$ cat config.mk
export PLATFORM = sky130hd
export DESIGN_NAME = sar_adc_sequencer
export DESIGN_NICKNAME = d
export VERILOG_FILES = /design/src/sar_adc_pkg.sv /design/src/sar_step_if.sv /design/src/sar_adc_sequencer.sv /design/src/sar_register.sv
export SDC_FILE = /design/constraint.sdc
export NUM_CORES = 1
export LEC_CHECK = 0
export BUFFER_PORTS_ARGS = -buffer_cell sky130_fd_sc_hd__buf_2
export CAP_MARGIN = 20
export CORE_UTILIZATION = 30
export DETAILED_ROUTE_END_ITERATION = 8
export PLACE_DENSITY_LB_ADDON = 0.15
export SLEW_MARGIN = 25
export SYNTH_ARGS = -nofsm -noshare
export SYNTH_HDL_FRONTEND = slang
export SYNTH_SLANG_ARGS = --single-unit
$ cat constraint.sdc
create_clock -name clk -period 4.7 [get_ports clk]
set_clock_uncertainty 0.1 [all_clocks]
set_input_delay 0.94 -clock clk [delete_from_list [all_inputs] [get_ports clk]]
set_output_delay 0.94 -clock clk [all_outputs]
set_load 0.01 [all_outputs]
$ cat src/sar_adc_pkg.sv
package sar_adc_pkg;

   localparam int DATA_W = 8;
   localparam int CHAN_W = 2;
   localparam int TSEL_W = 3;
   localparam int CNT_W = 8;
   localparam int BIT_IDX_W = 3;

   // Converter mode register layout
   localparam int EN_BIT = 7;
   localparam int TSEL_LSB = 3;
   localparam logic [DATA_W-1:0] MODE_RESET = 8'h00;
   localparam logic [DATA_W-1:0] MODE_WMASK = 8'hb8;

   // Channel select register layout
   localparam int CHAN_LSB = 0;
   localparam logic [DATA_W-1:0] CHAN_RESET = 8'h00;
   localparam logic [DATA_W-1:0] CHAN_WMASK = 8'h03;

   // Successive approximation
   localparam logic [DATA_W-1:0] SAR_FIRST = 8'h80;
   localparam logic [BIT_IDX_W-1:0] MSB_IDX = 3'h7;
   localparam logic [BIT_IDX_W-1:0] LSB_IDX = 3'h0;
   localparam logic [DATA_W-1:0] RESULT_ZERO = 8'h00;

   // Conversion time select codes and totals in main clock periods
   localparam logic [TSEL_W-1:0] TSEL_144 = 3'h0;
   localparam logic [TSEL_W-1:0] TSEL_120 = 3'h1;
   localparam logic [TSEL_W-1:0] TSEL_96 = 3'h2;
   localparam logic [TSEL_W-1:0] TSEL_72 = 3'h4;
   localparam logic [TSEL_W-1:0] TSEL_60 = 3'h5;
   localparam logic [TSEL_W-1:0] TSEL_48 = 3'h6;
   localparam logic [CNT_W-1:0] CONV_144 = 8'h90;
   localparam logic [CNT_W-1:0] CONV_120 = 8'h78;
   localparam logic [CNT_W-1:0] CONV_96 = 8'h60;
   localparam logic [CNT_W-1:0] CONV_72 = 8'h48;
   localparam logic [CNT_W-1:0] CONV_60 = 8'h3c;
   localparam logic [CNT_W-1:0] CONV_48 = 8'h30;

   // Eight trials plus one sampling share make nine slots
   localparam logic [CNT_W-1:0] TRIAL_DIV = 8'h09;
   localparam logic [CNT_W-1:0] TRIALS = 8'h08;
   localparam logic [CNT_W-1:0] CNT_LAST = 8'h01;

   typedef enum logic [1:0] {ST_IDLE, ST_SAMPLE, ST_TRIAL} conv_state_t;

   function automatic logic [CNT_W-1:0] conv_cycles(
      input logic [TSEL_W-1:0] tsel);
      logic [CNT_W-1:0] c;
      c = CONV_144;
      unique case (tsel)
         TSEL_120: c = CONV_120;
         TSEL_96: c = CONV_96;
         TSEL_72: c = CONV_72;
         TSEL_60: c = CONV_60;
         TSEL_48: c = CONV_48;
         default: c = CONV_144;
      endcase
      return c;
   endfunction

   function automatic logic [CNT_W-1:0] trial_cycles(
      input logic [TSEL_W-1:0] tsel);
      return conv_cycles(tsel) / TRIAL_DIV;
   endfunction

   function automatic logic [CNT_W-1:0] sample_cycles(
      input logic [TSEL_W-1:0] tsel);
      logic [CNT_W-1:0] t;
      t = trial_cycles(tsel);
      return CNT_W'(conv_cycles(tsel) - CNT_W'(t * TRIALS));
   endfunction

endpackage

$ cat src/sar_step_if.sv
`timescale 1ns/1ps
interface sar_step_if;
   import sar_adc_pkg::*;
   logic start;
   logic step;
   logic comp_ge;
   logic [DATA_W-1:0] approx;
   logic [DATA_W-1:0] decided;
   logic last;

   modport ctrl (
      output start,
      output step,
      output comp_ge,
      input approx,
      input decided,
      input last
   );

   modport engine (
      input start,
      input step,
      input comp_ge,
      output approx,
      output decided,
      output last
   );
endinterface

$ cat src/sar_adc_sequencer.sv
`timescale 1ns/1ps
// Notes on behaviour
// Only the channel in the channel select register is converted.
// Each conversion samples for a fixed time, then holds until done.
// First trial sets bit 7, tap at half reference.
// Bit 7 stays set if input >= half tap, else cleared.
// Bit 6 trial uses 3/4 or 1/4 tap; kept when input >= tap.
// Binary search continues to bit 0; then value goes to result.
// End request is raised in the same step the result latches.
// Conversions repeat back to back until enable is cleared.
// Mode or channel write while enabled restarts from sampling.
// Result register has no reset value.
// End flag is set on every completed conversion for polling.
// Ideal code is INT(vin/ref*256+0.5), set by tap offsets.
// No hardware trigger; only software enable starts conversion.
// Next conversion starts immediately after one completes.
// Mode write with enable low stops at once, no result or request.
// Software discards the first result after enabling.
// Result read at completion returns the old value.
// Register write at completion wins; no result, no request.
// Sampling takes at least a ninth of conversion time.
// Standby stops the converter; enable low turns off the string.
// Time field picks 144,120,96,72,60 or 48 clocks.
// Two-bit channel field picks input 0 to 3; resets to zero.
// Channel writes leave the end flag alone; software clears it.
// Time splits into one sampling interval and eight equal trials.
// Enable rising starts a fresh conversion from sampling.
module sar_adc_sequencer
   import sar_adc_pkg::*;
(
   input wire logic clk,
   input wire logic reset,
   input wire logic mode_wr,
   input wire logic [DATA_W-1:0] mode_wdata,
   input wire logic chan_wr,
   input wire logic [DATA_W-1:0] chan_wdata,
   input wire logic result_rd,
   input wire logic flag_clear,
   input wire logic standby,
   input wire logic comp_ge,
   output logic [DATA_W-1:0] converter_mode_reg,
   output logic [DATA_W-1:0] channel_select_reg,
   output logic [DATA_W-1:0] conversion_result_reg,
   output logic [DATA_W-1:0] result_rdata,
   output logic conversion_end_request,
   output logic conversion_end_flag,
   output logic [DATA_W-1:0] tap_code,
   output logic [CHAN_W-1:0] analog_input_sel,
   output logic sample_enable,
   output logic ref_string_enable,
   output logic busy
);

   typedef struct packed {
      conv_state_t state;
      logic [CNT_W-1:0] cnt;
      logic [DATA_W-1:0] mode;
      logic [DATA_W-1:0] chan;
      logic [DATA_W-1:0] result;
      logic [DATA_W-1:0] rd_data;
      logic end_req;
      logic flag;
      logic [CHAN_W-1:0] in_sel;
      logic sample;
      logic ref_on;
      logic busy;
   } seq_state_t;

   seq_state_t st_r;
   seq_state_t st_nxt;
   sar_step_if sar ();

   logic en_new;
   logic [TSEL_W-1:0] tsel_new;
   logic [DATA_W-1:0] chan_new;
   logic reg_write;
   logic complete;
   logic start_sar;
   logic step_sar;

   sar_register u_sar (
      .clk(clk),
      .reset(reset),
      .sar(sar)
   );

   assign sar.start = start_sar;
   assign sar.step = step_sar;
   assign sar.comp_ge = comp_ge;

   always_comb
   begin
      st_nxt = st_r;
      st_nxt.end_req = 1'b0;
      start_sar = 1'b0;
      step_sar = 1'b0;
      complete = 1'b0;
      reg_write = mode_wr | chan_wr;

      if (mode_wr)
      begin
         st_nxt.mode = mode_wdata & MODE_WMASK;
      end
      if (chan_wr)
      begin
         st_nxt.chan = chan_wdata & CHAN_WMASK;
      end
      en_new = st_nxt.mode[EN_BIT];
      tsel_new = st_nxt.mode[TSEL_LSB +: TSEL_W];
      chan_new = st_nxt.chan;

      // Register output at read time is still the old result
      if (result_rd)
      begin
         st_nxt.rd_data = st_r.result;
      end

      if (standby || !en_new)
      begin
         // Abort with nothing latched and no request
         st_nxt.state = ST_IDLE;
         st_nxt.cnt = CNT_LAST;
      end
      else if (reg_write || st_r.state == ST_IDLE)
      begin
         // Any write wins over a completion in the same cycle
         st_nxt.state = ST_SAMPLE;
         st_nxt.cnt = sample_cycles(tsel_new);
      end
      else
      begin
         unique case (st_r.state)
            ST_SAMPLE:
            begin
               if (st_r.cnt == CNT_LAST)
               begin
                  st_nxt.state = ST_TRIAL;
                  st_nxt.cnt = trial_cycles(tsel_new);
                  start_sar = 1'b1;
               end
               else
               begin
                  st_nxt.cnt = st_r.cnt - CNT_LAST;
               end
            end
            ST_TRIAL:
            begin
               if (st_r.cnt == CNT_LAST)
               begin
                  step_sar = 1'b1;
                  if (sar.last)
                  begin
                     complete = 1'b1;
                     st_nxt.result = sar.decided;
                     st_nxt.end_req = 1'b1;
                     st_nxt.state = ST_SAMPLE;
                     st_nxt.cnt = sample_cycles(tsel_new);
                  end
                  else
                  begin
                     st_nxt.cnt = trial_cycles(tsel_new);
                  end
               end
               else
               begin
                  st_nxt.cnt = st_r.cnt - CNT_LAST;
               end
            end
            ST_IDLE:
            begin
               st_nxt.cnt = CNT_LAST;
            end
         endcase
      end

      // A completion in the clearing cycle keeps the flag set
      st_nxt.flag = complete | (st_r.flag & ~flag_clear);
      st_nxt.in_sel = chan_new[CHAN_LSB +: CHAN_W];
      st_nxt.sample = (st_nxt.state == ST_SAMPLE);
      st_nxt.ref_on = en_new;
      st_nxt.busy = (st_nxt.state != ST_IDLE);

      if (reset)
      begin
         // Result keeps whatever it holds
         st_nxt.state = ST_IDLE;
         st_nxt.cnt = CNT_LAST;
         st_nxt.mode = MODE_RESET;
         st_nxt.chan = CHAN_RESET;
         st_nxt.result = st_r.result;
         st_nxt.rd_data = RESULT_ZERO;
         st_nxt.end_req = 1'b0;
         st_nxt.flag = 1'b0;
         st_nxt.in_sel = CHAN_RESET[CHAN_LSB +: CHAN_W];
         st_nxt.sample = 1'b0;
         st_nxt.ref_on = 1'b0;
         st_nxt.busy = 1'b0;
      end
   end

   always_ff @(posedge clk)
   begin
      st_r <= st_nxt;
   end

   assign converter_mode_reg = st_r.mode;
   assign channel_select_reg = st_r.chan;
   assign conversion_result_reg = st_r.result;
   assign result_rdata = st_r.rd_data;
   assign conversion_end_request = st_r.end_req;
   assign conversion_end_flag = st_r.flag;
   // Tap code plus a half-step string offset gives rounding
   assign tap_code = sar.approx;
   assign analog_input_sel = st_r.in_sel;
   assign sample_enable = st_r.sample;
   assign ref_string_enable = st_r.ref_on;
   assign busy = st_r.busy;

endmodule

$ cat src/sar_register.sv
`timescale 1ns/1ps
module sar_register
   import sar_adc_pkg::*;
(
   input wire logic clk,
   input wire logic reset,
   sar_step_if.engine sar
);

   typedef struct packed {
      logic [DATA_W-1:0] approx;
      logic [BIT_IDX_W-1:0] idx;
   } sar_state_t;

   sar_state_t st_r;
   sar_state_t st_nxt;
   logic [DATA_W-1:0] with_decision;

   always_comb
   begin
      with_decision = st_r.approx;
      with_decision[st_r.idx] = sar.comp_ge;
      st_nxt = st_r;
      if (reset)
      begin
         st_nxt.approx = RESULT_ZERO;
         st_nxt.idx = MSB_IDX;
      end
      else if (sar.start)
      begin
         st_nxt.approx = SAR_FIRST;
         st_nxt.idx = MSB_IDX;
      end
      else if (sar.step)
      begin
         st_nxt.approx = with_decision;
         if (st_r.idx != LSB_IDX)
         begin
            st_nxt.approx[st_r.idx - 3'h1] = 1'b1;
            st_nxt.idx = st_r.idx - 3'h1;
         end
      end
   end

   always_ff @(posedge clk)
   begin
      st_r <= st_nxt;
   end

   // Approximation value is the resistor string tap code
   assign sar.approx = st_r.approx;
   assign sar.decided = with_decision;
   assign sar.last = (st_r.idx == LSB_IDX);

endmodule

## Yosys cells after proc, flatten, opt, wreduce, memory -nomap -nowiden

Cells that the tools add are included.

- $add $sub $neg: 4
- Div/mod/pow operators: 4
- Order comparisons: 4
- Equality and inequality tests: 9
- Muxes and demuxes: 48
- Bitwise operators: 8
- Reduce and logical (&&, ||, !) cells: 14

Operator list:

| kind | count |
|---|---|
| two-way mux 8 bit | 20 |
| one-hot mux 8 bit (5 select lines) | 1 |
| two-way mux 11 bit | 3 |
| divider 8 x 4 -> 8 bit (second input constant) | 4 |
| one-hot mux 8 bit (3 select lines) | 1 |
| two-way mux 10 bit | 2 |
| subtractor 8 bit | 2 |
| two-way mux 1 bit | 14 |
| == test 3 bit (second input constant) | 3 |
| bitwise mux 8 bit | 1 |
| == test 8 x 1 -> 1 bit (second input constant) | 1 |
| < comparator 3 x 4 -> 1 bit (second input constant) | 2 |
| bitwise OR 8 bit | 1 |
| subtractor 8 x 1 -> 8 bit (second input constant) | 1 |
| demux 1 bit (select 3 bit) | 2 |
| greater-or-equal comparator 3 x 1 -> 1 bit (second input constant) | 2 |
| two-way mux 2 bit | 3 |
| AND reduction 6 bit | 1 |
| == test 2 x 1 -> 1 bit (second input constant) | 2 |
| NOT 1 bit | 4 |
| one-hot mux 2 bit (2 select lines) | 1 |
| nonzero test 2 bit | 2 |
| OR reduction 2 bit | 2 |
| == test 3 x 1 -> 1 bit (second input constant) | 1 |
| other kinds (12) | 15 |

- Register bits: 48
- Input bits: 24
- Output and inout bits: 47
- Logic and storage cells: 105

## Depth between registers and ports, before layout

Gate-level depths: netlist (run 1).

- Word-level depth: 16
- Mapped depth: 13
- Gate-level depth less buffers: 12

## Modules after synthesis

Synthesis (run 1) repeated with hierarchy kept, for this count alone.

- Cell total of the unflattened synthesis: 341
- Area total of the unflattened synthesis: 3000.4 µm²

Modules (own cells, without submodules):

| module | instances | cells each | area an instance (µm²) | sequential area each (µm²) |
|---|---|---|---|---|
| sar_adc_sequencer | 1 | 240 | 2154.6 | 800.8 |
| sar_register | 1 | 101 | 845.8 | 220.2 |

## Worst setup path before layout (run 1)

OpenSTA, ideal clock, no wires.

- Path type: input to register
- Start point: input mode_wr
- End point: register st_r[42] (netlist bit)
- Setup time: 74 ps
- Arrival: 3565 ps
- Data required time: 4526 ps
- Path slack: 961 ps
- Stages: 13
- Buffers on the path: 1
- Path through: buf_4 mux2_2 nor2_1 a21oi_1 ha_1 nor2_1 a21oi_1 ha_1 nor2b_1 o221ai_1 ha_1 a221o_1 a31oi_1

- Word-level cells in the longest chain between the ends: 14
- Elaborated cells between the ends (all ways): 39
- Those cells by class: 2 x add/sub; 4 x div; 5 x eq/ne; 23 x mux; 1 x bitwise; 4 x reduce/logical

RTL lines:

| what | RTL line | RTL |
|---|---|---|
| start: declaration | sar_adc_sequencer.sv:33 | `input wire logic mode_wr,` |
| two-way mux 8 bit | sar_adc_sequencer.sv:100 | `if (mode_wr)` |
| == test 3 bit (tied with other cells) | sar_adc_pkg.sv:51 | `unique case (tsel)` |
| one-hot mux 8 bit (5 select lines) | sar_adc_pkg.sv:51 |  |
| two-way mux 8 bit | sar_adc_sequencer.sv:151 | `if (sar.last)` |
| two-way mux 8 bit | sar_adc_sequencer.sv:148 | `if (st_r.cnt == CNT_LAST)` |
| two-way mux 8 bit | sar_adc_sequencer.sv:132 | `unique case (st_r.state)` |
| two-way mux 8 bit | sar_adc_sequencer.sv:124 | `else if (reg_write \|\| st_r.state == ST_IDLE)` |
| two-way mux 8 bit | sar_adc_sequencer.sv:118 | `if (standby \|\| !en_new)` |
| divider 8 x 4 -> 8 bit | sar_adc_pkg.sv:64 | `return conv_cycles(tsel) / TRIAL_DIV;` |
| subtractor 8 bit | sar_adc_pkg.sv:71 | `return CNT_W'(conv_cycles(tsel) - CNT_W'(t * TRIALS));` |
| two-way mux 8 bit | sar_adc_sequencer.sv:151 |  |
| two-way mux 8 bit | sar_adc_sequencer.sv:148 |  |
| one-hot mux 8 bit (3 select lines) | sar_adc_sequencer.sv:132 |  |
| two-way mux 10 bit | sar_adc_sequencer.sv:124 |  |
| end signal: assignment | sar_adc_sequencer.sv:203 | `st_r <= st_nxt;` |
| end: declaration | sar_adc_sequencer.sv:69 | `seq_state_t st_r;` |

Several ways; a longest one is shown, not always the timed one. The select of a mux whose other input is x is not followed.
A chain may end at the register's enable or synchronous reset.

## Worst setup path in the final report (run 1)

Ends and elaborated chain as after synthesis.

==> results.txt, run 1 <==
status: complete, no violations
net switching power: 245 uW
I/O pin count: 71
post-route clock period utilization: 81.8%
most frequent cells in the layout: buf_2, dfxtp_1, nor2_1
WP buf/inv: 1
final net count: 371
worst setup path category: primary input to flip-flop
Routability Congestion: 0.781
detailed placer's ending HPWL: 4.81 mm
Synth top area share: 26.3%
htree depth: 2
antenna diode count: 0
Detailed Routing Iterations Pass 1: 4
Synth Instances: 320
Iter 0 DRT Violations: 95
Final setup viols: 0
ys async rst share: 0%
Routed Antenna Nets: 0
Hold/Removal Path Class: flip-flop to flip-flop
grt ovf: 0
DIE HEIGHT: 101 um
max reg flops: 10
Max Cap Viol: 0
area grow syn2layout: 6.66%
min cycle time layout: 3840 ps
PwrDens: 278 nW/um^2
DR WL/cell: 13.8 um
maximum fanout along the worst path: 11
max-slew violation count: 0
IO buf count: 50
Hold Violations, Final: 0
total global-route track usage: 13.2%
syn avg cell area: 9.27 sq um
Cell variety after synth: 66
post-CTS repair timing setup buffer count: 0
layout cells sized above 1: 26.4%
Netlist Area Pre-Place: 2970 sq um
sequential share of the synthesized area: 34.4%
core area: 9420 sq um
worst-case clock buffer depth: 2
RSZ-0062 raised after global routing: false
most common cell after layout, fill and taps aside: buf_2
first-pass GRT wire length: 10.4 mm
vias in the first global route: 2022
Overall Power: 880 uW
max incr delay on CP: 400 ps
CTS tree: built
Internal: 635 uW
Net Sw Frac: 27.9%
Initial Util: 31.5%
Main synth FF type: dfxtp_1
sequential power share: 48.1%
Setup TNS: 0 ps
Clock Sink Count: 47
Post-synth EDFFs: 8
post-DR vias/cell: 4.78
Worst-path clk slew: 100 ps
Die ar.: 10300 sq um
Worst-Margin Slew: 569 ps
Max Freq: 0.260 GHz
worst-path cell chain: buf_2 > mux2_2 > nor2_1 > a21oi_1 > ha_1 > nor2_1 > a21oi_1 > ha_1 > nor2b_1 > o221ai_1 > ha_1 > a221o_1 > a31oi_1
WP data required: 4830 ps
Top cell by count, worst path: ha_1
Routed Wire Length: 6.42 mm
startpoint class of the critical path: primary input
Cell Rows: 35
TritonCTS Buffers: 5
top post-synthesis cells by area: dfxtp_1, buf_4, edfxtp_1
DRC viols: 0
largest net degree at the start of global routing: 22
FF+latch count, synth: 47
maximum vdd ir drop: 0.102 mV
CP max-delay cell: mux2_2
clock share of power: 35.5%
Comb pwr share: 16.4%
Worst Path Arrival: 3980 ps
YS warnings: 0
CP endpoint kind: flip-flop
DR vias: 2227
initial antenna violation count: 0
Reg with most FFs: st_r
Root Buffer: clkbuf_8
Die W: 101 um
Leak: 1.36 nW
Post-CTS Hold Fix Bufs: 0
worst skew pair latency: 310 ps
CP top delay family: adder cells
Resized Gates After CTS: 0
Slew Limit Headroom: 62.0%
leading area contributor after synthesis: dfxtp_1
Worst R2R Setup Slack: 1520 ps
-- worst paths after layout --
check / start / to / cells after the start
max: mode_wr / st_r[42] / 13
min: u_sar.sar.approx[1] / u_sar.sar.approx[1] / 2
max reg2reg: converter_mode_reg[3] / st_r[42] / 12
min reg2reg: u_sar.sar.approx[1] / u_sar.sar.approx[1] / 2
-- power groups by stage --
| stage | Sequential (mW) | Combinational [mW] | Clock (mW) |
|---|---|---|---|
| finish | 0.423 | 0.144 | 0.312 |
| global route | 0.425 | 0.161 | 0.337 |
| CTS | 0.423 | 0.145 | 0.326 |
| detailed placement | 0.433 | 0.144 | 0 |
| global placement | 0.432 | 0.144 | 0 |
| floorplan | 0.431 | 0.125 | 0 |
-- kinds of logic (layout without fill, tap and decap cells) --
group           count (synthesis)  after routing  share of synthesized area [%]
buf+inv                        67             75                           14.7
compound gates                 60             60                           14.1
flops                          47             47                           34.4
other cells                     1             10                          0.126
fa+ha+maj                      11             11                           4.64
simple gates                  100            100                           20.1
mux                            28             28                           10.2
xor+xnor                        6              6                           1.77
-- layer usage --
layer | vias up | track usage [%] | wire length [um]
met1 | 1037 | 18.1 | 3260
met4 | 0 | 4.68 | 98
li1 | 1121 | - | -
met5 | - | 0 | 0
met2 | 62 | 20.7 | 2810
met3 | 7 | 2.62 | 243
-- Yosys cell counts (all sizes together) (2+ instances only) --
cell,instances
a211oi,3
a21oi,16
a31oi,4
a41oi,2
and3,2
buf,46
clkbuf,6
dfxtp,39
edfxtp,8
ha,11
inv,15
mux2,11
mux2i,17
nand2,9
nand2b,4
nand3,6
nand4,2
nor2,34
nor2b,5
nor3,21
nor3b,5
nor4b,2
o21a,3
o21ai,15
o31ai,2
or3,5
xnor2,4
xor2,2
-- final cells by class --
type                    instances  area [sq um]
clock inverters                 3          47.5
inverters                      15          56.3
well taps                     129           161
multi-input cells             215          1540
flip-flops and latches         47          1020
fillers                       997          6250
clock buffers                   5          68.8
repair buffers                 52           265
-- through the flow --
step                setup WS, ps  cell area, sq um  hold slack (ps)  std cells  util [%]
finish                       857              3160              383        466      33.6
global placement             578              3050              361        458      32.4
CTS                          866              3160              387        466      33.6
detailed placement           534              3050              371        458      32.4
floorplan                    961              3000              342        329         -
global route                 635              3160              400        466      33.6
-- worst min-delay path, delay by kind of cell (launching register included) --
kind	cells	cell delay, ps
AOI/OAI and AO/OA	1	50
DFF	1	330
and+or+nand+nor	1	60
No activity file was read; power rests on OpenSTA's default activity.
==> inputs of run 2 (changes only) <==
--- a/config.mk
+++ b/config.mk
@@ -5,6 +5,7 @@
 export SDC_FILE = /design/constraint.sdc
 export NUM_CORES = 1
 export LEC_CHECK = 0
+export ABC_AREA = 1
 export BUFFER_PORTS_ARGS = -buffer_cell sky130_fd_sc_hd__buf_2
 export CAP_MARGIN = 20
 export CORE_UTILIZATION = 30
==> constraint.sdc (replaced) <==
create_clock -name clk -period 3.81 [get_ports clk]
set_clock_uncertainty 0.1 [all_clocks]
set_input_delay 0.762 -clock clk [delete_from_list [all_inputs] [get_ports clk]]
set_output_delay 0.762 -clock clk [all_outputs]
set_load 0.01 [all_outputs]
==> run 2 against run 1 <==
Compared with the run above:
- core utilization barely moved
- cell area fell by 1.4%
- synthesized cell count rose by 28%
- non-clock buffer count fell by 1
- largest power group unchanged
- wire length fell by 1.9%
- clock power rose by 23%
- highest routed layer unchanged
- sequential power rose by 23%
- area after synthesis fell by 2.2%
- sequential share of layout area rose by 0.47 points
- critical path depth rose by 9
- worst hold slack improved by 0.82 ps
==> results.txt, run 2 <==
Routability Congestion: 0.826 (+5.8%)
antenna diode count: 0 (unchanged)
CTS tree: built
Worst-Margin Slew: 599 ps (+29.7 ps)
Die ar.: 10100 sq um (-2.1%)
Slew Limit Headroom: 59.9% (-2.1 points)
Max Freq: 0.309 GHz
Cell Rows: 35 (unchanged)
Top cell by count, worst path: nand2_1
final net count: 462 (+25%)
Reg with most FFs: st_r
worst skew pair latency: 300 ps (about the same)
Hold/Removal Path Class: flip-flop to flip-flop
max reg flops: 10 (unchanged)
Filler Cells Inserted: 1083 (+8.6%)
top cells by count, synth: nand2_1, nor2_1, inv_1
RSZ-0062 raised after global routing: false
maximum fanout along the worst path: 10 (-1)
post-DR vias/cell: 4.34 (-9.1%)
max-slew violation count: 0 (unchanged)
Resized Gates After CTS: 0 (unchanged)
Hold Violations, Final: 0 (unchanged)
Root Buffer: clkbuf_8
Iter 0 DRT Violations: 101 (+6.3%)
Worst-path clk slew: 100 ps (about the same)
htree depth: 2 (unchanged)
worst setup path category: primary input to flip-flop
layout cells sized above 1: 18.7% (-7.7 points)
Clock Sink Count: 47 (unchanged)
Routed Antenna Nets: 0 (unchanged)
Synth top area share: 26.9% (+0.59 points)
Cell variety after synth: 38 (-42%)
WP buf/inv: 5 (+4)
post-route clock period utilization: 84.9%
WP data required: 3940 ps (-890 ps)
Routed Wire Length: 6.30 mm (-1.9%)
max incr delay on CP: 300 ps (-100 ps)
first-pass GRT wire length: 10.5 mm (+0.20%)
detailed placer's ending HPWL: 4.86 mm (+0.94%)
Netlist Area Pre-Place: 2900 sq um (-2.2%)
DIE HEIGHT: 100 um (-1.1%)
Reg area: 1020 sq um (unchanged)
most frequent cell after synthesis: nand2_1
leading area contributor after synthesis: dfxtp_1
maximum vdd ir drop: 0.180 mV (+77%)
core area: 9280 sq um (-1.4%)
most frequent cells in the layout: nand2_1, nor2_1, buf_2
post-CTS repair timing setup buffer count: 0 (unchanged)
DR WL/cell: 11.3 um (-18%)
largest net degree at the start of global routing: 17 (-23%)
grt ovf: 0 (unchanged)
YS warnings: 0 (unchanged)
Setup TNS: 0 ps (unchanged)
DRC viols: 0 (unchanged)
total global-route track usage: 13.0% (-0.20 points)
multi-input combinational cell area: 1360 sq um (-12%)
Leak: 1.54 nW (+14%)
CP top delay family: simple AND/OR/NAND/NOR gates
Synth Instances: 408 (+28%)
Worst Path Arrival: 3370 ps (-610 ps)
Final Cell Area: 3120 sq um (-1.4%)
Max Cap Viol: 0 (unchanged)
syn avg cell area: 7.11 sq um (-23%)
Final setup viols: 0 (unchanged)
startpoint class of the critical path: primary input
Initial Util: 31.3% (-0.25 points)
Main synth FF type: dfxtp_1
Post-synth EDFFs: 8 (unchanged)
status: complete, no violations
Die W: 100 um (-1.1%)
worst-case clock buffer depth: 2 (unchanged)
Detailed Routing Iterations Pass 1: 4 (unchanged)
CP max-delay cell: ha_1
TritonCTS Buffers: 5 (unchanged)
area grow syn2layout: 7.50%
most common cell after layout, fill and taps aside: nand2_1
ys async rst share: 0% (unchanged)
worst-path cell chain: buf_2 > inv_2 > nand2_1 > nand2_2 > nand3_2 > nand2_1 > inv_1 > ha_1 > o21ai_0 > nand2_1 > ha_1 > inv_1 > nor2_1 > nand3_1 > nand2_1 > inv_1 > ha_1 > nand2_1 > nand2_1 > nand2_1 > nand3_1 > a21oi_1
PwrDens: 342 nW/um^2 (+23%)
I/O pin count: 71 (unchanged)
min cycle time layout: 3230 ps
DR vias: 2420 (+8.7%)
IO buf count: 50 (unchanged)
CP endpoint kind: flip-flop
top post-synthesis cells by area: dfxtp_1, buf_4, nand2_1
FF+latch count, synth: 47 (unchanged)
sequential share of the synthesized area: 35.2% (+0.77 points)
initial antenna violation count: 0 (unchanged)
vias in the first global route: 2132 (+5.4%)
Post-CTS Hold Fix Bufs: 0 (unchanged)
dpl cell area: 3000 sq um (-1.5%)
==> run 2: worst register-to-register path, stage by stage, from the launching register on <==
cell	delay [ps]
dfxtp_1	340
inv_1	50
nand2_1	50
nand2_2	160
nand3_2	170
nand2_1	100
inv_1	40
ha_1	250
o21ai_0	80
nand2_1	140
ha_1	300
inv_1	40
nor2_1	70
nand3_1	80
nand2_1	80
inv_1	50
ha_1	280
nand2_1	70
nand2_1	50
nand2_1	60
nand3_1	70
a21oi_1	130
==> run 2: worst paths after layout <==
kind	startpoint	end	slack [ps]	depth (start not counted)
setup / recovery	mode_wr	st_r[42]	580	22
hold / removal	conversion_end_flag	conversion_end_flag	380	2
setup reg to reg	converter_mode_reg[4]	st_r[42]	970	21
hold reg to reg	conversion_end_flag	conversion_end_flag	380	2
==> run 2: area by class of cell <==
cell class,count,area share (%)
well taps,129,5.17
clock inverters,3,1.52
flip-flops and latches,47,32.7
clock buffers,5,2.21
multi-input cells,269,43.6
repair buffers,51,8.26
inverters,53,6.54
==> run 2: layer usage <==
metal / vias up / share of wire, % / global-route usage [%]
li1: 1295 / - / -
met1: 1072 / 55 / 20.1
met2: 51 / 41 / 18.7
met3: 2 / 3.4 / 2.02
met4: 0 / 0.64 / 3.01
met5: - / 0 / 0
==> run 2: where the power goes <==
part	total [mW]	switching [mW]	internal, mW	leakage [nW]
Combinational	0.158	0.105	0.0532	1.08
Clock	0.385	0.186	0.199	0.0587
Sequential	0.522	0.00691	0.515	0.404
==> run 2: kinds of logic after synthesis <==
group,after synthesis,share of synthesized area [%]
and+or+nand+nor,168,24.9
buffers and inverters,101,19.1
AOI/OAI and AO/OA,77,15.0
DFF,47,35.2
adders and majority gates,11,4.74
xor gates and xnor gates,3,0.906
other,1,0.129
==> run 2: per-stage QoR <==
step | total power [mW] | utilization [%] | setup WS [ps] | hold WS, ps | instances
2_1_floorplan | 0.668 | - | 734 | 364 | 417
3_5_place_dp | 0.692 | 32.3 | 254 | 371 | 549
5_1_grt | 1.13 | 33.6 | 259 | 417 | 557
3_3_place_gp | 0.691 | 32.3 | 297 | 372 | 549
4_1_cts | 1.08 | 33.6 | 560 | 387 | 557
6_report | 1.07 | 33.6 | 577 | 384 | 557
==> inputs of run 3 (changes only) <==
==> constraint.sdc (replaced) <==
create_clock -name clk -period 2.8 [get_ports clk]
set_clock_uncertainty 0.1 [all_clocks]
set_input_delay 0.56 -clock clk [delete_from_list [all_inputs] [get_ports clk]]
set_output_delay 0.56 -clock clk [all_outputs]
set_load 0.01 [all_outputs]
==> run 3 against run 2 <==
Compared with the run above:
- wire length is 3.0% higher
- cell area up 7.1%
- cell count increased by 3.6%
- sequential power increased by 36%
- clock power rose by 62%
- worst hold slack got worse by 34 ps
- core utilization grew 2.4 points
- critical path depth stayed put
- sequential share of layout area is 2.2 points lower
- register-to-register slack got worse by 710 ps
- combinational power is 68% higher
- critical path type unchanged
==> results.txt, run 3 (synthesis gave the netlist of run 2 again) <==
RSZ-0062 raised after global routing: false
DR WL/cell: 11.2 um (-0.58%)
Clock Sink Count: 47 (unchanged)
Die W: 100 um (unchanged)
Inst Count DP: 568 (+3.5%)
hold path depth: 2 (unchanged)
Final Cell Area: 3340 sq um (+7.1%)
worst-path cell chain: buf_4 > inv_6 > nand2_1 > nand2_2 > nand3_4 > nand2_1 > inv_1 > ha_1 > o21ai_1 > nand2_1 > ha_1 > inv_1 > nor2_1 > nand3_1 > nand2_2 > inv_2 > ha_4 > nand2_1 > nand2_1 > nand2_1 > nand3_1 > a21oi_2
Detailed Routing Iterations Pass 1: 4 (unchanged)
I/O pin count: 71 (unchanged)
maximum vdd ir drop: 0.205 mV (+14%)
fin cells: 577 (+3.6%)
worst-case clock buffer depth: 2 (unchanged)
startpoint class of the critical path: primary input
Top cell by count, worst path: nand2_1
Worst R2R Setup Slack: 260 ps (-710 ps)
Cell Rows: 35 (unchanged)
max reg flops: 10 (unchanged)
htree depth: 2 (unchanged)
Routed Wire Length: 6.48 mm (+3.0%)
hold path startpoint: flag_clear
Leak: 1.65 nW (+7.1%)
Die ar.: 10100 sq um (unchanged)
min cycle time layout: 2620 ps
core area: 9280 sq um (unchanged)
IO buf count: 50 (unchanged)
antenna diode count: 0 (unchanged)
worst hold path endpoint: conversion_end_flag
Hold Violations, Final: 0 (unchanged)
Final setup viols: 0 (unchanged)
Reg with most FFs: st_r
Slew Limit Headroom: 59.4% (-0.54 points)
CTS tree: built
max incr delay on CP: 280 ps (-20 ps)
multi-input combinational cell area: 1400 sq um (+3.0%)
final net count: 482 (+4.3%)
DRC viols: 0 (unchanged)
Setup TNS: 0 ps (unchanged)
Max Cap Viol: 0 (unchanged)
Routability Congestion: 0.811 (-1.8%)
Filler Cells Inserted: 1053 (-2.8%)
maximum fanout along the worst path: 7 (-3)
most frequent cells in the layout: nand2_1, nor2_1, buf_2
vias in the first global route: 2225 (+4.4%)
first-pass GRT wire length: 10.8 mm (+3.2%)
most common cell after layout, fill and taps aside: nand2_1
Root Buffer: clkbuf_8
area grow syn2layout: 15.2%
grt ovf: 0 (unchanged)
WP buf/inv: 5 (unchanged)
reg2reg start: converter_mode_reg[5]
post-DR vias/cell: 4.33 (-0.43%)
status: complete, no violations
worst skew pair latency: 310 ps (about the same)
Reg-to-Reg End: st_r[42]
DR vias: 2496 (+3.1%)
Hold/Removal Path Class: primary input to flip-flop
WHS: 349 ps (-34.4 ps)
CP top delay family: simple AND/OR/NAND/NOR gates
CP endpoint kind: flip-flop
worst setup path category: primary input to flip-flop
post-route clock period utilization: 93.7%
max-slew violation count: 0 (unchanged)
Max Freq: 0.381 GHz
Routed Antenna Nets: 0 (unchanged)
R2R cell count: 20 (-4.8%)
Initial Util: 31.3% (unchanged)
largest net degree at the start of global routing: 17 (unchanged)
total global-route track usage: 13.4% (+0.38 points)
critical path startpoint: mode_wr
PwrDens: 478 nW/um^2 (+40%)
dpl cell area: 3170 sq um (+5.4%)
layout cells sized above 1: 23.9% (+5.2 points)
detailed placer's ending HPWL: 5.05 mm (+4.0%)
initial antenna violation count: 0 (unchanged)
Iter 0 DRT Violations: 113 (+12%)
TritonCTS Buffers: 5 (unchanged)
Worst-Margin Slew: 607 ps (+8.00 ps)
Reg area: 1020 sq um (unchanged)
Worst-path clk slew: 100 ps (about the same)
Worst Path Arrival: 2730 ps (-640 ps)
CP max-delay cell: ha_1
WP data required: 2910 ps (-1030 ps)
DIE HEIGHT: 100 um (unchanged)
run 3: metrics by stage:
stage	setup WS, ps	power [mW]	utilization, %
floorplan	10.3	0.912	-
global placement	-207	0.978	34.1
detailed placement	-277	0.981	34.1
CTS	44.2	1.60	35.6
global route	5.14	1.68	36.0
finish	176	1.60	36.0
run 3: repair_timing:
item	4_1_cts	5_1_grt
gates resized for setup	0	10
setup endpoints to repair	0	2
buffers inserted	0	1
hold buffers	0	0
run 3: worst register-to-register path, cell delays in order (launching register included):
cell and delay (ps):
dfxtp_1 370, nand2_1 70, nand2_2 90, nand3_4 90, nand2_1 70, inv_1 40, ha_1 260, o21ai_1 70
nand2_1 90, ha_1 280, inv_1 40, nor2_1 90, nand3_1 80, nand2_2 80, inv_2 40, ha_4 260
nand2_1 50, nand2_1 60, nand2_1 50, nand3_1 80, a21oi_2 60
run 3: worst max path at each step:
stage | slack (ps) | to | cells after the start
finish | 180 | st_r[42] | 22
global route | 5 | st_r[42] | 22
CTS | 40 | st_r[42] | 22
detailed placement | -280 | st_r[42] | 22
global placement | -210 | st_r[42] | 22
floorplan | 10 | st_r[42] | 21
run 3: power breakdown:
part | internal (mW) | leakage [nW] | switching, mW
Clock | 0.363 | 0.0703 | 0.259
Combinational | 0.107 | 1.18 | 0.158
Sequential | 0.700 | 0.404 | 0.00948
Total | 1.17 | 1.65 | 0.426
run 3: final cells by class:
class,instances,area share (%)
Sequential cell,47,30.6
Clock buffer,5,2.06
Clock inverter,3,2.13
Inverter,53,6.25
Timing Repair Buffer,71,12.3
Multi-Input combinational cell,269,41.9
Tap cell,129,4.83
run 3: metal layers:
| layer | vias up | share of wire (%) | global-route usage (%) |
|---|---|---|---|
| met5 | - | 0 | 0 |
| met4 | 0 | 1.0 | 3.34 |
| met3 | 7 | 3.9 | 2.02 |
| met2 | 64 | 41 | 20.0 |
| met1 | 1089 | 55 | 20.1 |
| li1 | 1336 | - | - |
